`src/rtl/sdram_cfg_consts.svh`:
```
// Constants for the SDRAM configuration and power-up sequencer
`ifndef SDRAM_CFG_CONSTS_SVH
`define SDRAM_CFG_CONSTS_SVH
// ----------------------------------------
// Register map
// ----------------------------------------
`define SDRAM_CONTROL_ADDR 12'h000
`define SDRAM_STATUS_ADDR 12'h004
`define SDRAM_CONTROL_RESET 32'h0000_0000
`define SDRAM_CONTROL_WMASK 32'h0000_FFBF
// ----------------------------------------
// Field positions
// ----------------------------------------
`define FLD_ENABLE 0
`define FLD_CAS_LO 1
`define FLD_PIPE 3
`define FLD_PAGE_LO 4
`define FLD_REF_LO 7
`define FLD_PC2RAS_LO 9
`define FLD_RAS2PC_LO 11
`define FLD_INIT_ORDER 14
`define FLD_EXT_MODE 15
// ----------------------------------------
// Timing counts
// ----------------------------------------
`define REF_CYC_0 12'd1100
`define REF_CYC_1 12'd1850
`define REF_CYC_2 12'd2200
`define REF_CYC_3 12'd3700
`define INIT_REFRESH_COUNT 4'd8
`define PC2RAS_BASE 3'd2
`define RAS2PC_BASE 3'd2
`define REFRESH_GAP_CYC 4'd6
`endif

```
`src/rtl/sdram_cfg_pkg.sv`:
```
// Types for the SDRAM configuration and power-up sequencer
package sdram_cfg_pkg;
	typedef enum logic [3:0] {
		CMD_NOP = 4'h7,
		CMD_ACTIVATE = 4'h3,
		CMD_PRECHARGE = 4'h2,
		CMD_REFRESH = 4'h1,
		CMD_MODE_SET = 4'h0
	} sdram_cmd_t;
	typedef struct packed {
		logic cs_n;
		logic ras_n;
		logic cas_n;
		logic we_n;
		logic [1:0] bank;
		logic [12:0] addr;
	} sdram_cmd_bus_t;
	typedef enum logic [2:0] {
		ST_OFF = 3'b000,
		ST_PRE = 3'b001,
		ST_REF = 3'b010,
		ST_EMRS = 3'b011,
		ST_MRS = 3'b100,
		ST_READY = 3'b101,
		ST_WAIT = 3'b110
	} seq_state_t;
endpackage

```
`src/rtl/sdram_cfg_init.sv`:
```
// SDRAM controller configuration register and power-up / refresh sequencer
//
// Functional notes
// Pipeline bit only for buffered parallel memories
// Page field sets columns per bank
// Refresh field picks reload count, max 3700
// Software keeps interval within row refresh budget
// Precharge-to-activate gap from field
// Activate-to-precharge minimum from field
// Init order one: precharge, eight refreshes, mode set
// Extended mode only for low-power parts
// Control register resets to zero
// Writing valid configuration starts initialization
// Mode set fixes full-page sequential burst
// Host accesses memory only after init
// Documented bit layout of control register
// Software recomputes timing fields on clock change
// Refresh codes select 1100/1850/2200/3700
// Init order zero puts mode set first
// Extended mode cycle precedes mode set
// Zero register disables interface, no commands
// Counter expiry: precharge, one refresh, reload
// Reserved bits ignored, read as zero
`include "sdram_cfg_consts.svh"
`timescale 1ns/1ps
`default_nettype none
module sdram_cfg_init (
	// Clock and reset
	input wire logic pclk,
	input wire logic presetn,
	// Refresh timebase enable, one pulse per soc_clock period
	input wire logic soc_clock_tick,
	// APB slave
	input wire logic psel,
	input wire logic penable,
	input wire logic pwrite,
	input wire logic [11:0] paddr,
	input wire logic [31:0] pwdata,
	output logic [31:0] prdata,
	output logic pready,
	output logic pslverr,
	// SDRAM command pins
	output sdram_cfg_pkg::sdram_cmd_bus_t sdram_cmd,
	output logic sdram_cke,
	// Configuration seen by the datapath
	output logic [1:0] cas_latency,
	output logic pipeline_depth_setting,
	output logic [1:0] column_bits_sel,
	output logic init_done
);
	// ----------------------------------------
	// Register file
	// ----------------------------------------
	logic [31:0] sdram_control;
	logic start_pending;
	wire logic acc = psel && penable;
	wire logic hit_ctrl = paddr == `SDRAM_CONTROL_ADDR;
	wire logic hit_stat = paddr == `SDRAM_STATUS_ADDR;
	wire logic ctrl_wr = acc && pwrite && hit_ctrl;
	wire logic [31:0] wr_val = pwdata & `SDRAM_CONTROL_WMASK;
	wire logic valid_cfg = wr_val[`FLD_ENABLE] && (wr_val[5:4] != 2'b11);
	sdram_cfg_pkg::seq_state_t state;
	sdram_cfg_pkg::seq_state_t next_state;
	wire logic [31:0] status_word = {27'h0, init_done, 1'b0, state};
	wire logic [31:0] next_prdata = hit_ctrl ? sdram_control : (hit_stat ? status_word : 32'h0000_0000);

	always_ff @(posedge pclk or negedge presetn) begin
		if (!presetn) begin
			sdram_control <= `SDRAM_CONTROL_RESET;
			start_pending <= 1'b0;
		end else begin
			if (ctrl_wr) begin
				sdram_control <= wr_val;
			end
			if (ctrl_wr && valid_cfg) begin
				start_pending <= 1'b1;
			end else if (state == sdram_cfg_pkg::ST_PRE) begin
				start_pending <= 1'b0;
			end
		end
	end

	always_ff @(posedge pclk or negedge presetn) begin
		if (!presetn) begin
			prdata <= 32'h0000_0000;
			pready <= 1'b0;
			pslverr <= 1'b0;
		end else begin
			pready <= psel && !penable;
			pslverr <= psel && !penable && !(paddr == `SDRAM_CONTROL_ADDR || paddr == `SDRAM_STATUS_ADDR);
			prdata <= (psel && !penable && !pwrite) ? next_prdata : 32'h0000_0000;
		end
	end

	// ----------------------------------------
	// Field decode
	// ----------------------------------------
	wire logic interface_enable_bit = sdram_control[`FLD_ENABLE];
	wire logic init_order_bit = sdram_control[`FLD_INIT_ORDER];
	wire logic extended_mode_enable_bit = sdram_control[`FLD_EXT_MODE];
	wire logic [1:0] ref_code = sdram_control[`FLD_REF_LO +: 2];
	wire logic [2:0] pc2ras = `PC2RAS_BASE + {1'b0, sdram_control[`FLD_PC2RAS_LO +: 2]};
	wire logic [3:0] ras2pc = {1'b0, `RAS2PC_BASE} + {1'b0, sdram_control[`FLD_RAS2PC_LO +: 3]};
	wire logic [11:0] ref_reload = (ref_code == 2'd0) ? `REF_CYC_0 :
		(ref_code == 2'd1) ? `REF_CYC_1 :
		(ref_code == 2'd2) ? `REF_CYC_2 : `REF_CYC_3;
	// Mode word: burst length full page, sequential, latency from the field
	wire logic [12:0] mode_word = {6'h00, 1'b0, sdram_control[`FLD_CAS_LO +: 2], 1'b0, 3'b111};

	always_ff @(posedge pclk or negedge presetn) begin
		if (!presetn) begin
			cas_latency <= 2'b00;
			pipeline_depth_setting <= 1'b0;
			column_bits_sel <= 2'b00;
		end else begin
			cas_latency <= sdram_control[`FLD_CAS_LO +: 2];
			pipeline_depth_setting <= sdram_control[`FLD_PIPE];
			column_bits_sel <= sdram_control[`FLD_PAGE_LO +: 2];
		end
	end

	// ----------------------------------------
	// Refresh timebase
	// ----------------------------------------
	// Counts soc_clock ticks so the interval tracks soc_clock, not pclk
	logic [11:0] ref_count;
	logic ref_due;
	logic init_phase;
	always_ff @(posedge pclk or negedge presetn) begin
		if (!presetn) begin
			ref_count <= 12'h000;
			ref_due <= 1'b0;
		end else if (state == sdram_cfg_pkg::ST_OFF || init_phase) begin
			// Runs on through periodic refreshes so expiries stay one reload apart
			ref_count <= ref_reload;
			ref_due <= 1'b0;
		end else begin
			if (soc_clock_tick) begin
				ref_count <= (ref_count == 12'h001) ? ref_reload : ref_count - 12'h001;
			end
			// Set wins over the clear taken when ST_READY hands over to ST_PRE
			if (soc_clock_tick && ref_count == 12'h001) begin
				ref_due <= 1'b1;
			end else if (state == sdram_cfg_pkg::ST_READY && next_state == sdram_cfg_pkg::ST_PRE) begin
				ref_due <= 1'b0;
			end
		end
	end

	// ----------------------------------------
	// Command sequencer
	// ----------------------------------------
	// A small gap counter spaces every command; refresh needs the longest
	logic [3:0] gap;
	logic [3:0] refs_left;
	logic row_open;
	logic [3:0] open_age;
	logic mrs_done;
	sdram_cfg_pkg::sdram_cmd_t cmd;
	sdram_cfg_pkg::sdram_cmd_t next_cmd;
	logic [1:0] next_bank;
	logic [12:0] next_addr;
	wire logic gap_ok = gap == 4'h0;
	wire logic pre_ok = !row_open || open_age >= ras2pc;

	always_comb begin
		next_state = state;
		next_cmd = sdram_cfg_pkg::CMD_NOP;
		next_bank = 2'b00;
		next_addr = 13'h0000;
		unique case (state)
			sdram_cfg_pkg::ST_OFF: begin
				if (start_pending && interface_enable_bit) begin
					next_state = sdram_cfg_pkg::ST_PRE;
				end
			end
			sdram_cfg_pkg::ST_PRE: begin
				if (gap_ok && pre_ok) begin
					next_cmd = sdram_cfg_pkg::CMD_PRECHARGE;
					next_addr = 13'h0400;
					if (!init_phase) begin
						next_state = sdram_cfg_pkg::ST_REF;
					end else if (init_order_bit) begin
						next_state = sdram_cfg_pkg::ST_REF;
					end else begin
						next_state = extended_mode_enable_bit ? sdram_cfg_pkg::ST_EMRS : sdram_cfg_pkg::ST_MRS;
					end
				end
			end
			sdram_cfg_pkg::ST_REF: begin
				if (gap_ok) begin
					next_cmd = sdram_cfg_pkg::CMD_REFRESH;
					if (refs_left == 4'h1) begin
						if (!init_phase || mrs_done) begin
							next_state = sdram_cfg_pkg::ST_WAIT;
						end else begin
							next_state = extended_mode_enable_bit ? sdram_cfg_pkg::ST_EMRS : sdram_cfg_pkg::ST_MRS;
						end
					end
				end
			end
			sdram_cfg_pkg::ST_EMRS: begin
				if (gap_ok) begin
					next_cmd = sdram_cfg_pkg::CMD_MODE_SET;
					next_bank = 2'b10;
					next_state = sdram_cfg_pkg::ST_MRS;
				end
			end
			sdram_cfg_pkg::ST_MRS: begin
				if (gap_ok) begin
					next_cmd = sdram_cfg_pkg::CMD_MODE_SET;
					next_addr = mode_word;
					next_state = init_order_bit ? sdram_cfg_pkg::ST_WAIT : sdram_cfg_pkg::ST_REF;
				end
			end
			sdram_cfg_pkg::ST_WAIT: begin
				if (gap_ok) begin
					next_state = sdram_cfg_pkg::ST_READY;
				end
			end
			sdram_cfg_pkg::ST_READY: begin
				if (ref_due) begin
					next_state = sdram_cfg_pkg::ST_PRE;
				end
			end
			default: begin
				next_state = sdram_cfg_pkg::ST_OFF;
			end
		endcase
		if (!interface_enable_bit) begin
			next_state = sdram_cfg_pkg::ST_OFF;
			next_cmd = sdram_cfg_pkg::CMD_NOP;
		end else if (start_pending && state != sdram_cfg_pkg::ST_OFF && state != sdram_cfg_pkg::ST_PRE) begin
			next_state = sdram_cfg_pkg::ST_OFF;
			next_cmd = sdram_cfg_pkg::CMD_NOP;
		end
	end

	wire logic [3:0] cmd_gap = (next_cmd == sdram_cfg_pkg::CMD_REFRESH) ? `REFRESH_GAP_CYC :
		(next_cmd == sdram_cfg_pkg::CMD_PRECHARGE) ? {1'b0, pc2ras} : 4'h2;

	always_ff @(posedge pclk or negedge presetn) begin
		if (!presetn) begin
			state <= sdram_cfg_pkg::ST_OFF;
			cmd <= sdram_cfg_pkg::CMD_NOP;
			gap <= 4'h0;
			refs_left <= 4'h0;
			init_phase <= 1'b0;
			mrs_done <= 1'b0;
			row_open <= 1'b0;
			open_age <= 4'h0;
		end else begin
			state <= next_state;
			cmd <= next_cmd;
			if (next_cmd != sdram_cfg_pkg::CMD_NOP) begin
				gap <= cmd_gap - 4'h1;
			end else if (!gap_ok) begin
				gap <= gap - 4'h1;
			end
			if (state == sdram_cfg_pkg::ST_OFF) begin
				init_phase <= 1'b1;
				mrs_done <= 1'b0;
				refs_left <= `INIT_REFRESH_COUNT;
			end else if (state == sdram_cfg_pkg::ST_READY) begin
				init_phase <= 1'b0;
				refs_left <= 4'h1;
			end else if (next_cmd == sdram_cfg_pkg::CMD_REFRESH) begin
				refs_left <= refs_left - 4'h1;
			end
			if (next_cmd == sdram_cfg_pkg::CMD_MODE_SET && next_bank == 2'b00) begin
				mrs_done <= 1'b1;
			end
			if (next_cmd == sdram_cfg_pkg::CMD_ACTIVATE) begin
				row_open <= 1'b1;
				open_age <= 4'h0;
			end else if (next_cmd == sdram_cfg_pkg::CMD_PRECHARGE) begin
				row_open <= 1'b0;
			end else if (row_open && open_age != 4'hF) begin
				open_age <= open_age + 4'h1;
			end
		end
	end

	// ----------------------------------------
	// Pin drive
	// ----------------------------------------
	always_ff @(posedge pclk or negedge presetn) begin
		if (!presetn) begin
			sdram_cmd <= '{cs_n: 1'b1, ras_n: 1'b1, cas_n: 1'b1, we_n: 1'b1, bank: 2'b00, addr: 13'h0000};
			sdram_cke <= 1'b0;
			init_done <= 1'b0;
		end else begin
			sdram_cmd.cs_n <= !interface_enable_bit;
			{sdram_cmd.ras_n, sdram_cmd.cas_n, sdram_cmd.we_n} <= next_cmd[2:0];
			sdram_cmd.bank <= next_bank;
			sdram_cmd.addr <= next_addr;
			sdram_cke <= interface_enable_bit;
			init_done <= next_state == sdram_cfg_pkg::ST_READY;
		end
	end
endmodule
`default_nettype wire

```
`config.mk`:
```
export PLATFORM = sky130hd
export DESIGN_NAME = sdram_cfg_init
export DESIGN_NICKNAME = d
export VERILOG_FILES = /design/src/rtl/sdram_cfg_pkg.sv /design/src/rtl/sdram_cfg_init.sv
export VERILOG_INCLUDE_DIRS = /design/src /design/src/rtl
export SDC_FILE = /design/constraint.sdc
export NUM_CORES = 1
export LEC_CHECK = 0
export BUFFER_PORTS_ARGS = -buffer_cell sky130_fd_sc_hd__buf_2
export CAP_MARGIN = 20
export CORE_MARGIN = 3
export CORE_UTILIZATION = 53
export DETAILED_ROUTE_END_ITERATION = 10
export GPL_TIMING_DRIVEN = 1
export MAX_ROUTING_LAYER = met4
export PLACE_DENSITY = 0.9
export SYNTH_ARGS = -nofsm -noshare
export SYNTH_HDL_FRONTEND = slang
export SYNTH_SLANG_ARGS = --single-unit
```
`constraint.sdc`:
```
create_clock -name pclk -period 3 [get_ports pclk]
set_input_delay 0.15 -clock pclk [delete_from_list [all_inputs] [get_ports pclk]]
set_output_delay 0.15 -clock pclk [all_outputs]
set_load 0.005 [all_outputs]
```
After elaboration in Yosys (flattened, before gate mapping)

Index checks and enable logic that the tools add are counted.

Equality and inequality tests: 22
Reduce and logical (&&, ||, !) cells: 43
Order comparisons: 1
Mux-type cells: 57
Add/subtract/negate cells: 7

Operator list:

| cell                                                                    | number |
|---|---|
| 12-bit 2-to-1 mux                                                       | 5 |
| 3-bit 2-to-1 mux                                                        | 20 |
| 4-bit 2-to-1 mux                                                        | 10 |
| 16-bit 2-to-1 mux                                                       | 2 |
| 11-bit 2-to-1 mux                                                       | 2 |
| 11-bit one-hot mux with 2 select lines                                  | 1 |
| 3-bit one-hot mux with 7 select lines                                   | 1 |
| 1-bit logical AND                                                       | 16 |
| 12-bit by 1-bit equality test with 1-bit output (second input constant) | 1 |
| 12-bit by 3-bit equality test with 1-bit output (second input constant) | 1 |
| 3-bit equality test (second input constant)                             | 4 |
| 12-bit zero test                                                        | 1 |
| 2-bit nonzero test                                                      | 6 |
| 12-bit by 1-bit subtractor with 12-bit output (second input constant)   | 1 |
| 1-bit 2-to-1 mux                                                        | 11 |
| 3-bit one-hot mux with 3 select lines                                   | 1 |
| 3-bit nonzero test                                                      | 3 |
| 4-bit by 1-bit equality test with 1-bit output (second input constant)  | 2 |
| 4-bit by 2-bit equality test with 1-bit output (second input constant)  | 2 |
| 4-bit zero test                                                         | 2 |
| 4-bit by 1-bit subtractor with 4-bit output (second input constant)     | 2 |
| 3-bit by 1-bit equality test with 1-bit output (second input constant)  | 2 |
| 3-bit by 2-bit equality test with 1-bit output (second input constant)  | 2 |
| 1-bit zero test                                                         | 6 |
| 20 further kinds                                                        | 26 |

Word-level logic and storage cells: 155
Input bits: 50
Flip-flop bits (word level): 91
Output and inout port bits: 60

Longest topological paths before layout

Depth after elaboration: 13
Depth in mapped cells: 10
Mapped depth without buffers: 10

Least setup slack after synthesis

OpenSTA, ideal clock, no wires.

Kind: reg-to-reg
Start: register sdram_control[12]
End: register gap[2]
Arrival time: 2.117 ns
Buffers on the path: 0
Data required time: 2.918 ns
Setup slack: 0.801 ns
Period minus slack after synthesis: 2.199 ns
Library setup time: 0.082 ns
Stages on the path, launching flop included: 11
Cell sequence: dfrtp_1 > ha_1 > inv_1 > ha_1 > o211ai_1 > o211a_1 > or2_2 > a31oi_1 > ha_1 > nand2b_1 > o22ai_1

Word-level cells in the longest chain between the ends: 13
Elaborated cells between the ends (all ways): 16
Classes of those cells: add/sub: 2; order compare: 1; eq/ne: 4; mux: 7; reduce/logical: 2

RTL lines:

| what                                           | line                  | RTL |
|---|---|---|
| from (decl)                                    | sdram_cfg_init.sv:54  | `logic [31:0] sdram_control;` |
| from (signal assigned)                         | sdram_cfg_init.sv:69  | `` sdram_control <= `SDRAM_CONTROL_RESET; `` |
| from (signal assigned)                         | sdram_cfg_init.sv:73  | `sdram_control <= wr_val;` |
| 2-bit by 3-bit adder with 4-bit output *       | sdram_cfg_init.sv:103 | `` wire logic [3:0] ras2pc = {1'b0, `RAS2PC_BASE} + {1'b0, sdram_control[`FLD_RAS2PC_LO +: 3]}; `` |
| 4-bit greater-or-equal comparator *            | sdram_cfg_init.sv:164 | `wire logic pre_ok = !row_open \|\| open_age >= ras2pc;` |
| 1-bit logical OR *                             | sdram_cfg_init.sv:164 |  |
| 1-bit logical AND *                            | sdram_cfg_init.sv:178 | `if (gap_ok && pre_ok) begin` |
| 3-bit 2-to-1 mux *                             | sdram_cfg_init.sv:178 |  |
| 3-bit one-hot mux with 3 select lines *        | sdram_cfg_init.sv:171 | `unique case (state)` |
| 4-bit 2-to-1 mux *                             | sdram_cfg_init.sv:233 | `end else if (start_pending && state != sdram_cfg_pkg::ST_OFF && state != sdram_cfg_pkg::ST_PRE) begin` |
| 4-bit 2-to-1 mux *                             | sdram_cfg_init.sv:230 | `if (!interface_enable_bit) begin` |
| 4-bit by 2-bit equality test with 1-bit output | sdram_cfg_init.sv:240 | `(next_cmd == sdram_cfg_pkg::CMD_PRECHARGE) ? {1'b0, pc2ras} : 4'h2;` |
| 3-bit 2-to-1 mux                               | sdram_cfg_init.sv:240 |  |
| 3-bit 2-to-1 mux                               | sdram_cfg_init.sv:239 | `` wire logic [3:0] cmd_gap = (next_cmd == sdram_cfg_pkg::CMD_REFRESH) ? `REFRESH_GAP_CYC : `` |
| 3-bit by 1-bit subtractor with 4-bit output    | sdram_cfg_init.sv:256 | `gap <= cmd_gap - 4'h1;` |
| 4-bit 2-to-1 mux                               | sdram_cfg_init.sv:255 | `if (next_cmd != sdram_cfg_pkg::CMD_NOP) begin` |
| to (signal assigned)                           | sdram_cfg_init.sv:256 |  |
| to (signal assigned)                           | sdram_cfg_init.sv:258 | `gap <= gap - 4'h1;` |
| to (decl)                                      | sdram_cfg_init.sv:154 | `logic [3:0] gap;` |

Every way passes the cells marked *; elsewhere a longest branch is shown, timed or not.
A chain may end at the register's enable or synchronous reset.

Worst setup path in the final report

Ends and elaborated chain as after synthesis.

==> results.sh <==
export IMPL_status="complete, no violations"
export IMPL_fin_area_um2=4670
export IMPL_max_freq_mhz=404
export IMPL_antenna_found_initial=0
export IMPL_hold_class="input port to flop"
export IMPL_fin_crit_ns=2.48
export IMPL_ys_seq_elements=80
export IMPL_dieArea_um2=8900
export IMPL_cts_buffer_depth=2
export IMPL_slew_headroom_pct=34.9
export IMPL_clock_skew_ns=0.0142
export IMPL_drt_total_wl_um=8890
export IMPL_cap_violations=0
export IMPL_drtPass1Iterations=5
export IMPL_start_util_pct=55.8
export IMPL_rrSetupSlack_ns=0.52
export IMPL_hold_start="pwdata[15]"
export IMPL_area_growth_pct=12.9
export IMPL_avgRoutedWirePerCell_um=15.5
export IMPL_pre_cts_slack_ns=0.583
export IMPL_remaining_drc_errors=0
export IMPL_hpwl_um=6180
export IMPL_num_io_pins=110
export IMPL_irDropWorstVdd_mv=0.205
export IMPL_clock_latency_ns=0.36
export IMPL_fin_crit_sh_pct=82.5
export IMPL_die_h_um=94.3
export IMPL_start_kind="flop"
export IMPL_syn_area_per_cell_um2=10.2
export IMPL_maxSlewViolCount=0
export IMPL_vias_per_cell=5.76
export IMPL_clockRootBuffer="clkbuf_8"
export IMPL_cp_arrival_ns=2.71
export IMPL_die_w_um=94.3
export IMPL_drive_above_1_share_pct=25.2
export IMPL_crit_path_end_kind="flop"
export IMPL_yosys_area_top_type="dfrtp_1"
export IMPL_syn_instance_count=406
export IMPL_yosysUniqueCellTypes=64
export IMPL_hold_end="sdram_control[15]"
export IMPL_rsz0062_at_grt="false"
export IMPL_yosysTopAreaCellShare_pct=46.0
export IMPL_numPortBuffers=67
export IMPL_grt_pass1_vias=3089
export IMPL_cp_max_fo=7
export IMPL_synthArstFlopShare_pct=100
export IMPL_crit_type="flop to flop"
export IMPL_hold_ws_ns=0.0227
export IMPL_grt_max_degree=81
export IMPL_row_count=31
export IMPL_p_leak_uw=0.00230
export IMPL_fin_ws_ns=0.524
export IMPL_h_tree_depth=3
export IMPL_numCtsBuffers=9
export IMPL_final_cells=575
export IMPL_post_cts_setup_buffer_count=0
export IMPL_powerDensity_nw_per_um2=414
export IMPL_drt_iter0_drc=245
export IMPL_synth_edff_count=0
export IMPL_cp_required_ns=3.24
export IMPL_grt_usage_pct=21.4
export IMPL_syn_area_um2=4130
export IMPL_routabilityCongestion=0.927
export IMPL_r2r_end="gap[2]"
export IMPL_grt_pass1_wl_um=14500
export IMPL_hold_violations=0
export IMPL_synth_area_leaders="dfrtp_1 (46%), buf_4 (4.9%), ha_1 (4.8%)"
export IMPL_finalNetCount=537
export IMPL_cts_sinks=80
export IMPL_yosysSeqAreaShare_pct=48.5
export IMPL_place_inst=558
export IMPL_reg2reg_depth=10
export IMPL_core_area_um2=7410
export IMPL_overflow=0
export IMPL_placed_cell_area_um2=4460
export IMPL_synth_flop_cell="dfrtp_1"
export IMPL_rr_startpoint="sdram_control[12]"
export IMPL_cts_clk_slew_worst_paths_ns=0.08
export IMPL_n_antenna_cell=0
export IMPL_vias=3313
export IMPL_cts_tree="done"
export IMPL_tightest_slew_ns=0.976
export IMPL_ant_nets=0
export IMPL_worstHoldPathCells=2
export IMPL_fin_setup_tns_ns=0
export IMPL_ys_warnings_count=0
export IMPL_setup_violations=0
-- power breakdown --
group          switching, µW  total, µW  leakage (µW)  internal (µW)
logic                   40.6       61.6       0.00114           21.0
clock network            401        790     0.0000933            389
registers              0.908       1080       0.00107           1080
-- worst max-delay path by stage --
stage,start,end,slack [ns],cells after the start
final,sdram_control[12],gap[2],0.52,10
after global routing,sdram_control[12],gap[1],0.37,9
after CTS,sdram_control[12],gap[2],0.54,10
after detailed placement,sdram_control[12],gap[2],0.58,10
after global placement,sdram_control[12],gap[2],0.67,10
after floorplan,sdram_control[12],gap[2],0.80,10
-- cells in the final DEF (no fill, tap or decap), types with 3 or more instances in the layout --
| cell type | n |
|---|---|
| a31oi_1 | 10 |
| nand2b_1 | 6 |
| nor3b_1 | 7 |
| buf_2 | 66 |
| nor2b_1 | 8 |
| dfrtp_1 | 76 |
| nand2_1 | 27 |
| conb_1 | 25 |
| inv_1 | 15 |
| clkbuf_8 | 9 |
| or3_1 | 5 |
| and2_1 | 10 |
| o311ai_0 | 3 |
| or2_2 | 3 |
| and3_1 | 3 |
| a22o_1 | 5 |
| nor3_1 | 9 |
| or4_1 | 3 |
| nand3_1 | 8 |
| o22ai_1 | 5 |
| ha_1 | 16 |
| nand4_1 | 4 |
| mux2i_1 | 4 |
| a21oi_1 | 13 |
| dfstp_2 | 4 |
| o21ai_0 | 23 |
| buf_4 | 6 |
| nor4_1 | 4 |
| o31ai_1 | 3 |
| mux2_2 | 17 |
| nor2_1 | 29 |
| o21ai_1 | 3 |
-- layer usage --
layer	global-route usage (%)	vias to the layer above	wire length, µm
li1	-	1534	-
met1	26.2	1611	3660
met2	35.6	157	4400
met3	4.33	11	709
met4	6.86	0	114
met5	-	-	0
-- area by class of cell --
type | count | area [µm²]
Multi-Input combinational cell | 292 | 1900
Clock buffer | 10 | 128
Timing Repair Buffer | 73 | 385
Sequential cell | 80 | 2010
Clock inverter | 6 | 67.6
Tap cell | 99 | 124
Inverter | 15 | 56.3
Fill cell | 562 | 2740
-- metrics by stage --
step	util, %	power, µW
6_report	63.0	1930
5_1_grt	63.0	2010
4_1_cts	63.0	1950
3_5_place_dp	60.2	1160
3_3_place_gp	60.2	1160
2_1_floorplan	-	1140
-- cells in the mapped netlist (3+ instances only) --
cell       n
dfrtp_1   76
nor2_1    29
buf_4     27
nand2_1   27
o21ai_0   23
mux2_2    17
ha_1      16
inv_1     15
a21oi_1   13
a31oi_1   10
and2_1    10
clkbuf_1  10
nor3_1     9
nand3_1    8
nor2b_1    8
nor3b_1    7
nand2b_1   6
a22o_1     5
nor4_1     5
o22ai_1    5
or3_1      5
dfstp_2    4
mux2i_1    4
nand4_1    4
and3_1     3
buf_2      3
o21ai_1    3
o311ai_0   3
o31ai_1    3
or2_2      3
or4_1      3
-- flip-flops by register name (all words and copies together), names as in the netlist, 3 cells and up --
signal and count:
gap 4, state 3, prdata 15, open_age 4, refs_left 4, ref_count 12
sdram_control 15, sdram_cmd 9
-- worst max-delay path: stages, from the launching register on --
cell	delay (ns)
dfrtp_1	0.43
ha_1	0.30
inv_1	0.05
ha_1	0.28
o211ai_1	0.09
o211a_1	0.29
nor3_2	0.39
a21oi_1	0.16
ha_1	0.23
nand2b_1	0.07
o22ai_1	0.08
-- logic make-up after synthesis --
logic type               share of synthesized area (%)
adder cells (fa/ha/maj)                           4.84
AND/OR/NAND/NOR                                   18.4
other                                           0.0907
flip-flops                                        48.5
AO/OA/AOI/OAI                                     14.0
buffers and inverters                             7.84
XOR/XNOR                                         0.424
multiplexers                                      5.87
-- timing repair --
action / 4_1_cts / 5_1_grt
gates resized for setup: 0 / 0
hold buffers: 1 / 0
endpoints found under the hold margin: 76 / 0
Power figures use the tool's default switching activity.
